### src/rtl/pdt_pkg.sv
// Purpose: Shared constants and types for the prescaled down timer
// Assumes: Core data-space access with 8-bit address and data
// Notes: Clock is the internal core frequency, 40 MHz
package pdt_pkg;
	// Register offsets in data space
	localparam logic [7:0] PDT_OFF_PSC = 8'h00_D2;
	localparam logic [7:0] PDT_OFF_CNT = 8'h00_D3;
	localparam logic [7:0] PDT_OFF_CTL = 8'h00_D4;
	// Reset values and the counter zero value
	localparam logic [6:0] PDT_PSC_RESET = 7'h00_7F;
	localparam logic [7:0] PDT_CNT_RESET = 8'h00_FF;
	localparam logic [7:0] PDT_CTL_RESET = 8'h00_00;
	localparam logic [7:0] PDT_CNT_ZERO = 8'h00_00;
	// Control/status field positions
	localparam int PDT_BIT_ZERO = 7;
	localparam int PDT_BIT_IE = 6;
	localparam int PDT_BIT_RSV1 = 5;
	localparam int PDT_BIT_FREE = 4;
	localparam int PDT_BIT_RUN = 3;
	localparam int PDT_TAP_MSB = 2;
	// Prescaler input divider and interrupt vector number
	localparam int PDT_CLK_DIV = 12;
	localparam int PDT_IRQ_VECTOR = 4;
	// Core access request
	typedef struct packed {
		logic [7:0] addr;
		logic wr;
		logic rd;
		logic [7:0] wdata;
	} pdt_req_t;
	// Control/status fields
	typedef struct packed {
		logic zero_reached_flag;
		logic zero_irq_enable;
		logic reserved_write_one;
		logic unused_position;
		logic prescale_run;
		logic [2:0] tap_select;
	} pdt_ctl_t;
endpackage

### src/rtl/pdt_timer.sv
// Purpose: 8-bit down timer with 7-bit down prescaler and tap select
// Assumes: Core access is synchronous; read data one cycle after rd
// Notes: Interrupt request is a level; wake request follows it
`timescale 1ns/1ps
module pdt_timer
	import pdt_pkg::*;
#(
	parameter int CLK_DIV = PDT_CLK_DIV
) (
	// Clock and reset
	input wire logic clk,
	input wire logic resetn,
	// Core data-space access
	input wire pdt_req_t bus_req,
	output logic [7:0] bus_rdata,
	// Interrupt and wake
	output logic timer_irq,
	output logic wake_req
);
	initial begin
		if (CLK_DIV != PDT_CLK_DIV) begin
			$error("pdt_timer: prescaler input divider is fixed");
		end
	end

	////////////////////////////////////////////////////////////////////////
	// Prescaler input strobe

	logic pre_tick;

	pdt_tick_gen #(
		.DIV(CLK_DIV)
	) u_tick (
		.clk(clk),
		.resetn(resetn),
		.tick(pre_tick)
	);

	////////////////////////////////////////////////////////////////////////
	// Register state

	logic [6:0] psc_q;
	logic [6:0] psc_d;
	logic [7:0] cnt_q;
	logic [7:0] cnt_d;
	pdt_ctl_t ctl_q;
	pdt_ctl_t ctl_d;
	logic [7:0] rdata_q;
	logic [7:0] rdata_d;

	// Access decode
	logic wr_psc;
	logic wr_cnt;
	logic wr_ctl;
	logic rd_any;

	always_comb begin
		wr_psc = 1'b0;
		wr_cnt = 1'b0;
		wr_ctl = 1'b0;
		if (bus_req.addr == PDT_OFF_PSC) begin
			wr_psc = bus_req.wr;
		end else if (bus_req.addr == PDT_OFF_CNT) begin
			wr_cnt = bus_req.wr;
		end else if (bus_req.addr == PDT_OFF_CTL) begin
			wr_ctl = bus_req.wr;
		end
		rd_any = bus_req.rd;
	end

	////////////////////////////////////////////////////////////////////////
	// Tap selection

	logic [6:0] psc_dec;
	logic [7:0] tap_edges;
	logic cnt_step;
	logic run;

	assign run = ctl_q.prescale_run;
	assign psc_dec = psc_q - 7'd1;

	// Rising edge of a down-counting bit: 0 now, 1 after the step
	always_comb begin
		tap_edges[0] = pre_tick;
		for (int i = 1; i < 8; i++) begin
			tap_edges[i] = pre_tick && !psc_q[i-1] && psc_dec[i-1];
		end
	end

	assign cnt_step = run && tap_edges[ctl_q.tap_select];

	////////////////////////////////////////////////////////////////////////
	// Prescaler and counter next values

	logic dec_to_zero;

	assign dec_to_zero = cnt_step && (cnt_q == 8'h00_01);

	always_comb begin
		psc_d = psc_q;
		if (!run) begin
			psc_d = PDT_PSC_RESET;
		end else if (wr_psc) begin
			psc_d = bus_req.wdata[6:0];
		end else if (pre_tick) begin
			psc_d = psc_dec;
		end
	end

	always_comb begin
		cnt_d = cnt_q;
		if (wr_cnt) begin
			cnt_d = bus_req.wdata;
		end else if (cnt_step) begin
			cnt_d = cnt_q - 8'd1;
		end
	end

	////////////////////////////////////////////////////////////////////////
	// Control/status next value

	logic flag_set;

	always_comb begin
		flag_set = 1'b0;
		if (dec_to_zero && !wr_cnt) begin
			flag_set = 1'b1;
		end
		if (wr_cnt && bus_req.wdata == PDT_CNT_ZERO) begin
			flag_set = 1'b1;
		end
		if (wr_ctl && bus_req.wdata[PDT_BIT_ZERO]) begin
			flag_set = 1'b1;
		end
	end

	always_comb begin
		ctl_d = ctl_q;
		if (wr_ctl) begin
			ctl_d = pdt_ctl_t'(bus_req.wdata);
		end
		if (flag_set) begin
			ctl_d.zero_reached_flag = 1'b1;
		end
	end

	////////////////////////////////////////////////////////////////////////
	// Read data

	always_comb begin
		rdata_d = 8'h00_00;
		if (rd_any) begin
			if (bus_req.addr == PDT_OFF_PSC) begin
				rdata_d = {1'b0, psc_q};
			end else if (bus_req.addr == PDT_OFF_CNT) begin
				rdata_d = cnt_q;
			end else if (bus_req.addr == PDT_OFF_CTL) begin
				rdata_d = ctl_q;
			end
		end
	end

	////////////////////////////////////////////////////////////////////////
	// Registers

	always_ff @(posedge clk) begin
		if (!resetn) begin
			psc_q <= PDT_PSC_RESET;
			cnt_q <= PDT_CNT_RESET;
			ctl_q <= pdt_ctl_t'(PDT_CTL_RESET);
			rdata_q <= 8'h00_00;
		end else begin
			psc_q <= psc_d;
			cnt_q <= cnt_d;
			ctl_q <= ctl_d;
			rdata_q <= rdata_d;
		end
	end

	assign bus_rdata = rdata_q;
	assign timer_irq = ctl_q.zero_reached_flag && ctl_q.zero_irq_enable;
	assign wake_req = timer_irq;

	////////////////////////////////////////////////////////////////////////
	// Checks

	a_tick_spacing: assert property (@(posedge clk) disable iff (!resetn)
		pre_tick |=> !pre_tick [*8])
		else $error("prescaler strobe came too soon");

	a_psc_forced: assert property (@(posedge clk) disable iff (!resetn)
		!run |=> (psc_q == PDT_PSC_RESET))
		else $error("prescaler not forced while stopped");

	a_cnt_stopped: assert property (@(posedge clk) disable iff (!resetn)
		(!run && !wr_cnt) |=> $stable(cnt_q))
		else $error("counter moved while stopped");

	a_div1_step: assert property (@(posedge clk) disable iff (!resetn)
		(run && ctl_q.tap_select == 3'd0 && pre_tick && !wr_cnt)
		|=> (cnt_q == $past(cnt_q) - 8'd1))
		else $error("counter missed a factor-one step");

	a_zero_flag: assert property (@(posedge clk) disable iff (!resetn)
		(cnt_step && cnt_q == 8'h00_01 && !wr_cnt)
		|=> (cnt_q == 8'h00_00) && ctl_q.zero_reached_flag)
		else $error("zero reached without flag");

	a_write_wins: assert property (@(posedge clk) disable iff (!resetn)
		(wr_cnt && dec_to_zero && bus_req.wdata != 8'h00_00 && !wr_ctl
		&& !ctl_q.zero_reached_flag)
		|=> (cnt_q == $past(bus_req.wdata)) && !ctl_q.zero_reached_flag)
		else $error("write lost to decrement");

	a_irq_gate: assert property (@(posedge clk) disable iff (!resetn)
		(flag_set && ctl_q.zero_irq_enable && !wr_ctl)
		|=> (timer_irq && wake_req))
		else $error("interrupt request not raised");

	a_psc_read: assert property (@(posedge clk) disable iff (!resetn)
		(rd_any && bus_req.addr == PDT_OFF_PSC)
		|=> (bus_rdata == {1'b0, $past(psc_q)}))
		else $error("prescaler read wrong");

	a_wrap_ff: assert property (@(posedge clk) disable iff (!resetn)
		(cnt_step && cnt_q == 8'h00_00 && !wr_cnt) |=> (cnt_q == 8'h00_FF))
		else $error("counter did not wrap");

	a_reset_vals: assert property (@(posedge clk)
		!resetn |=> (cnt_q == PDT_CNT_RESET) && (psc_q == PDT_PSC_RESET)
		&& (ctl_q == pdt_ctl_t'(PDT_CTL_RESET)))
		else $error("reset values wrong");

	a_tick_gap: assert property (@(posedge clk) disable iff (!resetn)
		pre_tick |-> ##12 pre_tick)
		else $error("prescaler strobe period wrong");

	a_psc_step: assert property (@(posedge clk) disable iff (!resetn)
		(run && pre_tick && !wr_psc)
		|=> (psc_q == $past(psc_q) - 7'd1))
		else $error("prescaler missed a step");

	a_psc_hold: assert property (@(posedge clk) disable iff (!resetn)
		(run && !pre_tick && !wr_psc) |=> $stable(psc_q))
		else $error("prescaler moved without strobe");

	a_psc_load: assert property (@(posedge clk) disable iff (!resetn)
		(run && wr_psc)
		|=> (psc_q == $past(bus_req.wdata[6:0])))
		else $error("prescaler load lost");

	a_psc_refuse: assert property (@(posedge clk) disable iff (!resetn)
		(!run && wr_psc)
		|=> (psc_q == PDT_PSC_RESET))
		else $error("prescaler loaded while stopped");

	a_cnt_load: assert property (@(posedge clk) disable iff (!resetn)
		wr_cnt |=> (cnt_q == $past(bus_req.wdata)))
		else $error("counter load lost");

	a_cnt_hold: assert property (@(posedge clk) disable iff (!resetn)
		(!cnt_step && !wr_cnt) |=> $stable(cnt_q))
		else $error("counter moved without tap edge");

	a_tap0_hold: assert property (@(posedge clk) disable iff (!resetn)
		(run && ctl_q.tap_select == 3'd0 && !pre_tick && !wr_cnt)
		|=> $stable(cnt_q))
		else $error("factor-one counter stepped early");

	a_tap1_rise: assert property (@(posedge clk) disable iff (!resetn)
		(run && ctl_q.tap_select == 3'd1 && pre_tick && !psc_q[0]
		&& !wr_cnt) |=> (cnt_q == $past(cnt_q) - 8'd1))
		else $error("factor-two tap missed a step");

	a_tap1_fall: assert property (@(posedge clk) disable iff (!resetn)
		(run && ctl_q.tap_select == 3'd1 && psc_q[0] && !wr_cnt)
		|=> $stable(cnt_q))
		else $error("factor-two tap stepped on falling bit");

	a_tap7_rise: assert property (@(posedge clk) disable iff (!resetn)
		(run && ctl_q.tap_select == 3'd7 && pre_tick && psc_q == 7'h00
		&& !wr_cnt) |=> (cnt_q == $past(cnt_q) - 8'd1))
		else $error("top tap missed a step");

	a_tap7_fall: assert property (@(posedge clk) disable iff (!resetn)
		(run && ctl_q.tap_select == 3'd7 && psc_q != 7'h00 && !wr_cnt)
		|=> $stable(cnt_q))
		else $error("top tap stepped early");

	a_flag_wr: assert property (@(posedge clk) disable iff (!resetn)
		(wr_ctl && bus_req.wdata[PDT_BIT_ZERO])
		|=> ctl_q.zero_reached_flag)
		else $error("status write did not set flag");

	a_flag_cnt0: assert property (@(posedge clk) disable iff (!resetn)
		(wr_cnt && bus_req.wdata == PDT_CNT_ZERO)
		|=> ctl_q.zero_reached_flag && (cnt_q == PDT_CNT_ZERO))
		else $error("zero load did not set flag");

	a_flag_clr: assert property (@(posedge clk) disable iff (!resetn)
		(wr_ctl && !bus_req.wdata[PDT_BIT_ZERO] && !dec_to_zero)
		|=> !ctl_q.zero_reached_flag)
		else $error("flag not cleared by write");

	a_ctl_hold: assert property (@(posedge clk) disable iff (!resetn)
		(!wr_ctl && !wr_cnt && !dec_to_zero) |=> $stable(ctl_q))
		else $error("status changed without cause");

	a_ctl_write: assert property (@(posedge clk) disable iff (!resetn)
		(wr_ctl && !dec_to_zero)
		|=> (ctl_q == pdt_ctl_t'($past(bus_req.wdata))))
		else $error("status write lost");

	a_irq_mask: assert property (@(posedge clk) disable iff (!resetn)
		(wr_ctl && !bus_req.wdata[PDT_BIT_IE])
		|=> !timer_irq)
		else $error("interrupt request not masked");

	a_cnt_read: assert property (@(posedge clk) disable iff (!resetn)
		(rd_any && bus_req.addr == PDT_OFF_CNT)
		|=> (bus_rdata == $past(cnt_q)))
		else $error("counter read wrong");

	a_ctl_read: assert property (@(posedge clk) disable iff (!resetn)
		(rd_any && bus_req.addr == PDT_OFF_CTL)
		|=> (pdt_ctl_t'(bus_rdata) == $past(ctl_q)))
		else $error("status read wrong");

	a_rd_idle: assert property (@(posedge clk) disable iff (!resetn)
		!rd_any |=> (bus_rdata == 8'h00_00))
		else $error("read data not idle");
endmodule

### src/rtl/pdt_tick_gen.sv
// Purpose: One-cycle strobe every DIV clock cycles
// Assumes: Synchronous active-low reset
// Notes: Strobe stands for the prescaler input rising edge
`timescale 1ns/1ps
module pdt_tick_gen #(
	parameter int DIV = 12
) (
	// Clock and reset
	input wire logic clk,
	input wire logic resetn,
	// Strobe out
	output logic tick
);
	localparam int W = (DIV > 1) ? $clog2(DIV) : 1;
	localparam logic [W-1:0] LAST = W'(DIV - 1);

	initial begin
		if (DIV < 2) begin
			$error("pdt_tick_gen: DIV must be at least 2");
		end
	end

	logic [W-1:0] div_q;
	logic [W-1:0] div_d;

	always_comb begin
		if (div_q == LAST) begin
			div_d = '0;
		end else begin
			div_d = div_q + W'(1);
		end
	end

	always_ff @(posedge clk) begin
		if (!resetn) begin
			div_q <= '0;
		end else begin
			div_q <= div_d;
		end
	end

	assign tick = (div_q == LAST);
endmodule

### config.mk
export PLATFORM = sky130hd
export DESIGN_NAME = pdt_timer
export DESIGN_NICKNAME = d
export VERILOG_FILES = /design/src/rtl/pdt_pkg.sv /design/src/rtl/pdt_timer.sv /design/src/rtl/pdt_tick_gen.sv
export SDC_FILE = /design/constraint.sdc
export NUM_CORES = 1
export LEC_CHECK = 0
export BUFFER_PORTS_ARGS = -buffer_cell sky130_fd_sc_hd__buf_4
export CAP_MARGIN = 20
export CORE_ASPECT_RATIO = 0.6
export CORE_MARGIN = 4
export CORE_UTILIZATION = 60
export CTS_CLUSTER_SIZE = 14
export DETAILED_ROUTE_END_ITERATION = 8
export GPL_TIMING_DRIVEN = 1
export PLACE_DENSITY = 0.82
export REMOVE_ABC_BUFFERS = 1
export SYNTH_ARGS = -nofsm -noshare
export SYNTH_HDL_FRONTEND = slang
export SYNTH_HIERARCHICAL = 1
export SYNTH_SLANG_ARGS = --single-unit
### constraint.sdc
create_clock -name clk -period 3 [get_ports clk]
set_input_delay 0.6 -clock clk [delete_from_list [all_inputs] [get_ports clk]]
set_output_delay 0.6 -clock clk [all_outputs]
set_load 0.1 [all_outputs]
# Word-level counts from Yosys, hierarchy flattened
# Cells that the tools add are included.
[op_classes] add_sub_neg=3 order_cmp=1 n_eq_ne=5 n_mux=20 bitwise=2 reduce_logical=36
[op_table] operator="two-way mux 8 bit" n=5
[op_table] operator="equality test 8 bit, second input constant" n=3
[op_table] operator="two-way mux 7 bit" n=3
[op_table] operator="logical AND 1 bit" n=20
[op_table] operator="two-way mux 1 bit" n=11
[op_table] operator="equality test 8 x 1 -> 1 bit, second input constant" n=1
[op_table] operator="zero test 1 bit" n=8
[op_table] operator="zero test 8 bit" n=1
[op_table] operator="subtractor 8 x 1 -> 8 bit, second input constant" n=1
[op_table] operator="subtractor 7 x 1 -> 7 bit, second input constant" n=1
[op_table] operator="nonzero test 2 bit" n=3
[op_table] operator="adder 4 x 1 -> 4 bit, second input constant" n=1
[op_table] operator="equality test 4 bit, second input constant" n=1
[op_table] operator="less-than comparator 3 x 4 -> 1 bit, second input constant" n=1
[op_table] operator="AND reduction 2 bit" n=2
[op_table] operator="binary-select mux 1 bit (select 3 bit)" n=1
[op_table] operator="OR reduction 3 bit" n=1
[op_table] operator="NOT 1 bit" n=2
[op_table] operator="OR reduction 2 bit" n=1
[word_totals] ff_bits=35 in_bits=20 out_inout_bits=10 word_cells=78

# Depth between registers and ports, before layout
# Gate-level depths: netlist of run 1.
[depth] ltp_word=12 mapped_depth=9 mapped_depth_nobuf=8

# Hierarchy
# The synthesis of run 1 kept the hierarchy.
[by_module_without_submodules] module="pdt_timer" n_inst=1 cells_per_inst=206 area_each_um2=1803.0 seq_area_each_um2=620.6
[by_module_without_submodules] module="pdt_tick_gen" n_inst=1 cells_per_inst=18 area_each_um2=175.2 seq_area_each_um2=80.1

# Worst setup path before layout of run 1
# OpenSTA, ideal clock, no wires.
[synth_path] path_type="flip-flop to output port" from="reg ctl_q[7] in the netlist's numbering" to="out wake_req" arrival_ps=1520 required_time_ps=2400 setup_slack_ps=880 path_stages_with_launch=3 n_path_buf=1 cell_sequence="dfxtp_1 > and2_1 > buf_4"
[synth_between] elab_chain_cells=1
[synth_rtl] item="start: declaration" line="pdt_timer.sv:46" rtl="pdt_ctl_t ctl_q;"
[synth_rtl] item="start signal: assignment" line="pdt_timer.sv:170" rtl="ctl_q <= pdt_ctl_t'(PDT_CTL_RESET);"
[synth_rtl] item="start signal: assignment" line="pdt_timer.sv:175" rtl="ctl_q <= ctl_d;"
[synth_rtl] item="logical AND 1 bit" line="pdt_timer.sv:181" rtl="assign timer_irq = ctl_q.zero_reached_flag && ctl_q.zero_irq_enable;"
[synth_rtl] item="end: declaration" line="pdt_timer.sv:18" rtl="output logic wake_req"
# No other way between the ends.

# Worst setup path after layout of run 1
[layout_path] from="reg psc_q[0]" to="reg cnt_q[3]"
[layout_between] elab_chain_cells=7 word_cells_on_any_way=14 cone_classes="add/sub: 1; mux: 2; reduce/logical: 11"
[layout_rtl] item="start: declaration" line="pdt_timer.sv:42" rtl="logic [6:0] psc_q;"
[layout_rtl] item="start signal: assignment" line="pdt_timer.sv:173" rtl="psc_q <= psc_d;"
[layout_rtl] item="branches (longest 3 deep; another with subtractor 7 x 1 -> 7 bit)"
[layout_rtl] item="binary-select mux 1 bit (select 3 bit) *" line="pdt_timer.sv:90" rtl="assign cnt_step = run && tap_edges[ctl_q.tap_select];"
[layout_rtl] item="two-way mux 1 bit (not written as such) *" line="pdt_timer.sv:90"
[layout_rtl] item="logical AND 1 bit *" line="pdt_timer.sv:90"
[layout_rtl] item="nonzero test 2 bit (no source line) *"
[layout_rtl] item="end signal: assignment" line="pdt_timer.sv:174" rtl="cnt_q <= cnt_d;"
[layout_rtl] item="end: declaration" line="pdt_timer.sv:44" rtl="logic [7:0] cnt_q;"
# Every way passes the cells marked *. The select of a mux whose other input is x is not followed.
# A chain may end at the register's enable or synchronous reset.

==> reports/results.tsv, run 1 <==
metric	value	unit
result_of_the_run	completed	
power_density	397	nW/um^2
rows	15	
switching_power_summed_over_all_nets	241	uW
power_report.internal_total	670	uW
ys_seq_area_share	35.4	%
timing.slew.headroom	64.2	%
die_area	4310	sq um
hold_class	flop to flop	
cts_tree	done	
detailed_route_wl	5410	um
grt_pass1_vias	1805	
yosysWarnings	6	
grt_max_degree	27	
finalSetupViolations	0	
netlist_instances	224	
io_pins	30	
leakage	0.000902	uW
dr.pass1.iters	9	
clockRootBuffer	clkbuf_8	
detail_route.wl_per_cell	18.4	um
clk_transition_reported_paths	70	ps
worst-path-max-fanout	8	
post-cts-setup-buffer-count	0	
max_rail_drop_vdd	400	uV
number_of_hold_buffers_added_after_cts	0	
grt_first_pass_wirelength	8730	um
cp.required	3180	ps
final-max-slew-violation-count	0	
critical_path_class	flop to flop	
worstMarginPinSlew	533	ps
tritoncts_num_sinks	35	
clkLatencyLatePin	300	ps
via_count	1909	
track_usage	27.5	%
finalSetupTns	0	ps
drcViolationCount	0	
port-buffer-count	29	
synth.distinct_cells	53	
synthArstFlopShare	0	%
syn_area_per_cell	8.83	sq um
rsz0062_at_grt	false	
die_width	82.1	um
max_cap_violations	0	
worstPathArrival	2410	ps
detailedRoute.firstIterationViolations	303	
max-clock-path-buffers	2	
vias_per_cell	6.49	
tritoncts.num_buffers	5	
fmax	0.448	GHz
post_detailed_route_count_of_antenna_violating_nets	0	
post-route-worst-setup-slack	767	ps
postSynth.topFlopCell	dfxtp_1	
grt_antenna_before_repair	0	
areaGrowthSynthToFinish	16.0	%
synth_edf_count	0	
initial_utilization	65.9	%
timing.critical_path.from_type	flop	
grt_overflow_total	0	
ys_seq_elements	35	
place_ws	780	ps
power_frac_comb	8.4	%
cts-resized-gates	0	
n_antenna_cell	0	
crit_path_end_kind	flop	
cts_max_level	2	
gp_congestion	0.957	
final_net_count	275	
layout_commonest_cell	dfxtp_1	
finalWorstPathRequiredPeriod	2230	ps
finalClockSkew	3.81	ps
fin_crit_sh	74.4	%
sum_of_net_half_perimeters_after_detailed_placement	3990	um
share_clk_of_total_power	38.2	%
floorplan.die.height	52.5	um
layout-drive-gt1-share	23.0	%
synth_area	1980	sq um
finalHoldViolCount	0	
core	3000	sq um
share_seq_of_total_power	53.5	%
power_switching_share	26.5	%
highest_count_cells_in_the_layout_ignoring_fill_and_taps	dfxtp_1 (35), buf_4 (30), nand2_1 (26), nor2_1 (21), nand3_1 (9)	
==> cell usage after synthesis (4+ instances only) <==
library cell	number	area, sq um
a21oi_1	8	40.0
nand2_1	26	97.6
xor2_1	4	35.0
inv_1	6	22.5
a22oi_1	5	37.5
mux2i_1	8	80.1
o21ai_1	7	35.0
clkbuf_1	5	18.8
nor4_1	5	31.3
and2_1	4	25.0
o21ai_0	4	20.0
ha_1	4	50.1
nor2_1	21	78.8
nand3_1	9	45.0
nor3_1	6	30.0
nand4_1	6	37.5
dfxtp_1	35	701
a222oi_1	4	40.0
nor2b_1	6	37.5
==> path summary, 6_finish.rpt <==
check	start	end	slack, ps	depth (start not counted)
max	psc_q[0]	cnt_q[3]	770	8
min	ctl_q[4]	ctl_q[4]	470	2
max reg2reg	psc_q[0]	cnt_q[3]	770	8
min reg2reg	ctl_q[4]	ctl_q[4]	470	2
==> power by group through the flow <==
stage	Combinational (uW)	Clock [uW]	Sequential, uW
floorplan	30.2	0	493
global placement	70.0	0	496
detailed placement	74.1	0	497
CTS	74.9	346	486
global route	82.4	371	488
finish	76.1	348	487
==> layout make-up <==
type / instances / area [sq um]
multi-input cells: 173 / 1200
clock buffers: 5 / 68.8
inverters: 6 / 22.5
clock inverters: 3 / 20.0
fillers: 216 / 708
flip-flops and latches: 35 / 701
well taps: 42 / 52.6
repair buffers: 30 / 225
==> critical path, cell delays in order, from the launching register on <==
cell and delay [ps]:
dfxtp_1 490, inv_1 100, ha_1 260, and3b_1 200, nor4b_2 350, nor2_2 170, a31o_2 270, a21oi_1 170
o21ai_1 90
==> through the flow <==
step	cells	instance area, sq um	hold WS (ps)	util [%]	total power, uW
after floorplan	214	1930	440	-	524
after global placement	286	2210	452	73.5	566
after detailed placement	286	2210	457	73.5	571
after CTS	294	2290	465	76.4	907
after global routing	294	2290	494	76.4	942
final	294	2290	468	76.4	911
==> state kept, by name, summed over array words and instances (netlist names) <==
name,cells
ctl_q,7
run,1
u_tick/div_q,4
cnt_q,8
psc_q,7
bus_rdata,8
==> per-layer routing <==
metal	vias up	track usage, %	wire [um]
li1	874	-	-
met1	868	37.3	2240
met2	146	40.2	2330
met3	21	8.59	720
met4	0	10.8	116
met5	-	0	0
==> cells by family after synthesis <==
family / share of synthesized area (%)
flip-flops: 35.4
XOR/XNOR: 2.66
buffers and inverters: 3.67
AND/OR/NAND/NOR: 34.3
AO/OA/AOI/OAI: 16.6
multiplexers: 4.81
adder cells (fa/ha/maj): 2.53
Power figures use the tool's default switching activity.
==> run 2: changes to the inputs <==
CORE_UTILIZATION = 51   (was 60)
PLACE_DENSITY = 0.75   (was 0.82)
clock period = 2 ns   (was 3 ns; I/O delays follow)
==> run 2 against run 1 <==
Design area increased by 5.3%; fmax up 18%; die area up 15%; flip-flop and latch count did not move; non-clock buffer count is 12 higher; largest cell class unchanged; critical path depth did not move; hold slack lost 93 ps; utilization decreased by 11 points; first-iteration DRC count shrank 37%; count of clock-buffer cells in the layout increased by 3; combinational power grew 48%; cell count is 5.8% higher.
==> reports/results.tsv, run 2 (synthesized netlist as in run 1, its figures left out) <==
metric	value	unit
result_of_the_run	completed	
clkLatencyLatePin	290	ps
worst_r2r_path_depth	8	
vias_per_cell	6.01	
clk_transition_reported_paths	70	ps
final_net_count	287	
cts_tree	done	
r2r_end	cnt_q[1]	
grt_overflow_total	0	
rows	17	
floorplan.die.height	56.2	um
fin_crit_sh	94.6	%
post_detailed_route_count_of_antenna_violating_nets	0	
stdcell_area	2420	sq um
core	3700	sq um
grt_max_degree	27	
track_usage	22.1	%
cts_max_level	2	
cp.required	2220	ps
timing.critical_path.from_type	flop	
power_density	588	nW/um^2
hold-path-cell-count	3	
final-max-slew-violation-count	0	
port-buffer-count	29	
dr.pass1.iters	5	
initial_utilization	53.4	%
via_count	1869	
leakage	0.000973	uW
drcViolationCount	0	
worstMarginPinSlew	573	ps
min_from	bus_req[0]	
tritoncts_num_sinks	35	
finalClockSkew	6.62	ps
grt_antenna_before_repair	0	
worst-path-max-fanout	8	
layout-drive-gt1-share	26.1	%
detailedRoute.firstIterationViolations	190	
die_area	4970	sq um
n_antenna_cell	0	
timing.slew.headroom	61.5	%
layout_commonest_cell	buf_4	
sum_of_net_half_perimeters_after_detailed_placement	3950	um
placed_area	2300	sq um
tritoncts.num_buffers	5	
post-cts-setup-buffer-count	0	
highest_count_cells_in_the_layout_ignoring_fill_and_taps	buf_4 (42), dfxtp_1 (35), nand2_1 (26), nor2_1 (21), nand3_1 (9)	
die_width	88.4	um
fmax	0.529	GHz
fillCellCount	313	
io_pins	30	
grt_pass1_vias	1609	
register_area	701	sq um
grt_first_pass_wirelength	8400	um
detailed_route_wl	5390	um
detail_route.wl_per_cell	17.3	um
timing.hold.ws	375	ps
max_rail_drop_vdd	425	uV
area_of_the_multi_input_gates	1220	sq um
finalHoldViolCount	0	
finalWorstPathRequiredPeriod	1890	ps
finalSetupViolations	0	
worst_setup_path_startpoint	psc_q[0]	
crit_path_end_kind	flop	
hold_class	input port to flop	
holdPathEnd	cnt_q[0]	
gp_congestion	0.920	
number_of_hold_buffers_added_after_cts	0	
r2r_setup_slack	110	ps
areaGrowthSynthToFinish	22.1	%
crit-reg2reg-launch	psc_q[0]	
max_cap_violations	0	
clockRootBuffer	clkbuf_8	
max-clock-path-buffers	2	
cts-resized-gates	0	
worstPathArrival	2120	ps
rsz0062_at_grt	false	
critical_path_class	flop to flop	
==> run 2: cell types whose count changed in the layout (fill, tap and decap cells not counted), sizes merged <==
cell      change
buf          +12
clkbuf        +3
clkinv        -1
clkinvlp      -2
==> run 2: cell type report <==
cell class                 count  area share (%)
inverter                       6           0.932
tap                           47            2.43
clock buffer                   8            4.14
timing repair buffer          42            13.1
multi-input combinational    173            50.4
sequential                    35            29.0
==> run 2: worst max path at each step <==
stage,endpoint,cells past startpoint
2_1_floorplan,timer_irq,1
3_3_place_gp,cnt_q[1],8
3_5_place_dp,cnt_q[1],7
4_1_cts,cnt_q[1],7
5_1_grt,cnt_q[6],8
6_report,cnt_q[1],8
==> run 2: stage by stage <==
stage	TNS [ps]	setup slack, ps	power [uW]	util [%]	cells
4_1_cts	0	111	1420	64.9	311
3_5_place_dp	0	117	856	62.2	303
5_1_grt	0	20.9	1470	65.3	311
6_report	0	108	1420	65.3	311
2_1_floorplan	-375	-126	785	-	214
3_3_place_gp	0	181	855	62.2	303
==> run 2: metal layers <==
layer / up-vias / wire length, um / track usage [%]
met5: - / 0 / 0
met4: 0 / 58 / 6.03
met3: 10 / 577 / 4.88
met2: 91 / 2000 / 27.5
met1: 869 / 2750 / 36.5
li1: 899 / - / -
==> run 2: report_power, final <==
| group | internal (uW) | leakage [uW] | switching [uW] | total [uW] |
|---|---|---|---|---|
| Combinational | 54.0 | 0.000638 | 59.4 | 113 |
| Clock | 315 | 0.0000515 | 263 | 577 |
| Sequential | 710 | 0.000283 | 20.1 | 730 |
| Total | 1080 | 0.000973 | 342 | 1420 |
==> run 2: critical path, cell delays in order (launching register included) <==
cell      delay [ps]
dfxtp_1          330
inv_1             60
ha_1             200
and3b_1          210
nor4b_4          350
nor2_4           130
nand2_4          110
mux2_4           300
o211ai_2         130
==> run 3: changes to the inputs <==
CORE_UTILIZATION = 53   (was 51)
CTS_BUF_LIST = sky130_fd_sc_hd__clkbuf_2   (was default)
PLACE_DENSITY = 0.77   (was 0.75)
RECOVER_POWER = 25   (was default)
==> run 3 against run 2 <==
Combinational power down 4%; first-iteration DRC count is 47% higher; flip-flop and latch count unchanged; die area down 3.3%; utilization is 2.6 points higher; sequential share of layout area is 1.2 points higher; highest routed layer unchanged.
==> reports/results.tsv, run 3 (synthesized netlist as in run 1, its figures left out) <==
metric	value	unit
area_of_the_multi_input_gates	1180	sq um
finalWorstPathRequiredPeriod	1890	ps
initial_utilization	57.8	%
grt_overflow_total	0	
fmax	0.530	GHz
grt_first_pass_wirelength	8440	um
power	1290	uW
detailedRoute.firstIterationViolations	279	
min_from	bus_req[1]	
tritoncts.num_buffers	5	
final_net_count	285	
max-clock-path-buffers	2	
worstPathArrival	2160	ps
stdcell_area	2320	sq um
max_rail_drop_vdd	371	uV
fin_crit_sh	94.4	%
drcViolationCount	0	
finalSetupViolations	0	
via_count	1871	
detail_route.wl_per_cell	16.8	um
gp_congestion	0.920	
timing.critical_path.from_type	flop	
finalClockSkew	20.8	ps
finalSetupTns	0	ps
r2r_setup_slack	110	ps
grt_antenna_before_repair	0	
clockRootBuffer	clkbuf_2	
holdPathEnd	psc_q[1]	
post-route-worst-setup-slack	113	ps
finalHoldViolCount	0	
highest_count_cells_in_the_layout_ignoring_fill_and_taps	buf_4 (38), dfxtp_1 (34), nand2_1 (26), nor2_1 (21), nand3_1 (9)	
n_antenna_cell	0	
worstMarginPinSlew	546	ps
layout-drive-gt1-share	24.4	%
cts_max_level	2	
leakage	0.000927	uW
dr.pass1.iters	5	
track_usage	22.4	%
io_pins	30	
worst_r2r_path_depth	8	
cp.required	2270	ps
fillCellCount	278	
crit-reg2reg-launch	psc_q[0]	
result_of_the_run	completed	
floorplan.die.height	55.3	um
worst-path-max-fanout	8	
die_width	86.9	um
layout_commonest_cell	buf_4	
post_detailed_route_count_of_antenna_violating_nets	0	
port-buffer-count	29	
placed_area	2280	sq um
clkLatencyLatePin	390	ps
sum_of_net_half_perimeters_after_detailed_placement	3980	um
cts_tree	done	
core	3420	sq um
place_ws	109	ps
tritoncts_num_sinks	35	
crit_path_end_kind	flop	
critical_path_class	flop to flop	
detailed_route_wl	5160	um
timing.hold.ws	265	ps
clk_transition_reported_paths	180	ps
hold-path-cell-count	3	
r2r_end	cnt_q[3]	
areaGrowthSynthToFinish	17.5	%
max_cap_violations	0	
register_area	702	sq um
hold_class	input port to flop	
vias_per_cell	6.09	
rows	16	
die_area	4810	sq um
final-max-slew-violation-count	0	
grt_pass1_vias	1637	
rsz0062_at_grt	false	
timing.slew.headroom	63.3	%
power_density	556	nW/um^2
grt_max_degree	27	
==> run 3: cell count changes in the layout (fill, tap and decap cells not counted), sizes merged <==
cell | previous run | this run
clkbuf | 8 | 7
clkinv | 0 | 2
buf | 42 | 38
bufinv | 0 | 1
==> run 3: worst max path at each step <==
stage / slack [ps] / end / startpoint / depth (start not counted)
floorplan: -130 / timer_irq / ctl_q[7] / 1
global placement: 150 / cnt_q[1] / psc_q[0] / 8
detailed placement: 110 / cnt_q[2] / psc_q[0] / 8
CTS: 50 / cnt_q[3] / psc_q[0] / 8
global route: 8 / cnt_q[6] / psc_q[0] / 7
finish: 110 / cnt_q[3] / psc_q[0] / 8
==> run 3: cell type report <==
type | count | area share [%]
clock buffer | 5 | 1.08
clock inverter | 3 | 1.67
inverter | 6 | 0.969
multi-input combinational | 173 | 50.9
sequential | 35 | 30.2
tap | 45 | 2.42
timing repair buffer | 40 | 12.8
==> run 3: repair_timing <==
action / in CTS / in global routing
buffers inserted: 0 / 0
hold buffers: 0 / 0
resized for setup: 0 / 3
endpoints found under the setup margin: 0 / 6
hold endpoints to repair: 0 / 0
==> run 3: stage by stage <==
| stage | instances | util [%] |
|---|---|---|
| 6_report | 307 | 67.9 |
| 5_1_grt | 307 | 67.9 |
| 2_1_floorplan | 214 | - |
| 3_5_place_dp | 299 | 66.7 |
| 4_1_cts | 307 | 68.6 |
| 3_3_place_gp | 299 | 66.7 |
==> run 3: layer usage <==
metal / global-route usage (%) / part of all wire [%]
met1: 37.3 / 52
met2: 27.1 / 38
met3: 6.54 / 9.5
met4: 4.00 / 0.41
met5: 0 / 0
==> run 3: worst max-delay path: stages (launching register included) <==
cell and delay, ps:
dfxtp_2 360, inv_1 50, ha_1 240, and3b_1 220, nor4b_4 280, nor2_4 120, a31o_2 250, a21oi_1 170
o21ai_1 90
==> run 3: power breakdown <==
part	internal [uW]	leakage, uW	switching (uW)
Clock	206	0.0000404	249
Sequential	711	0.000283	17.8
Combinational	52.2	0.000604	55.7
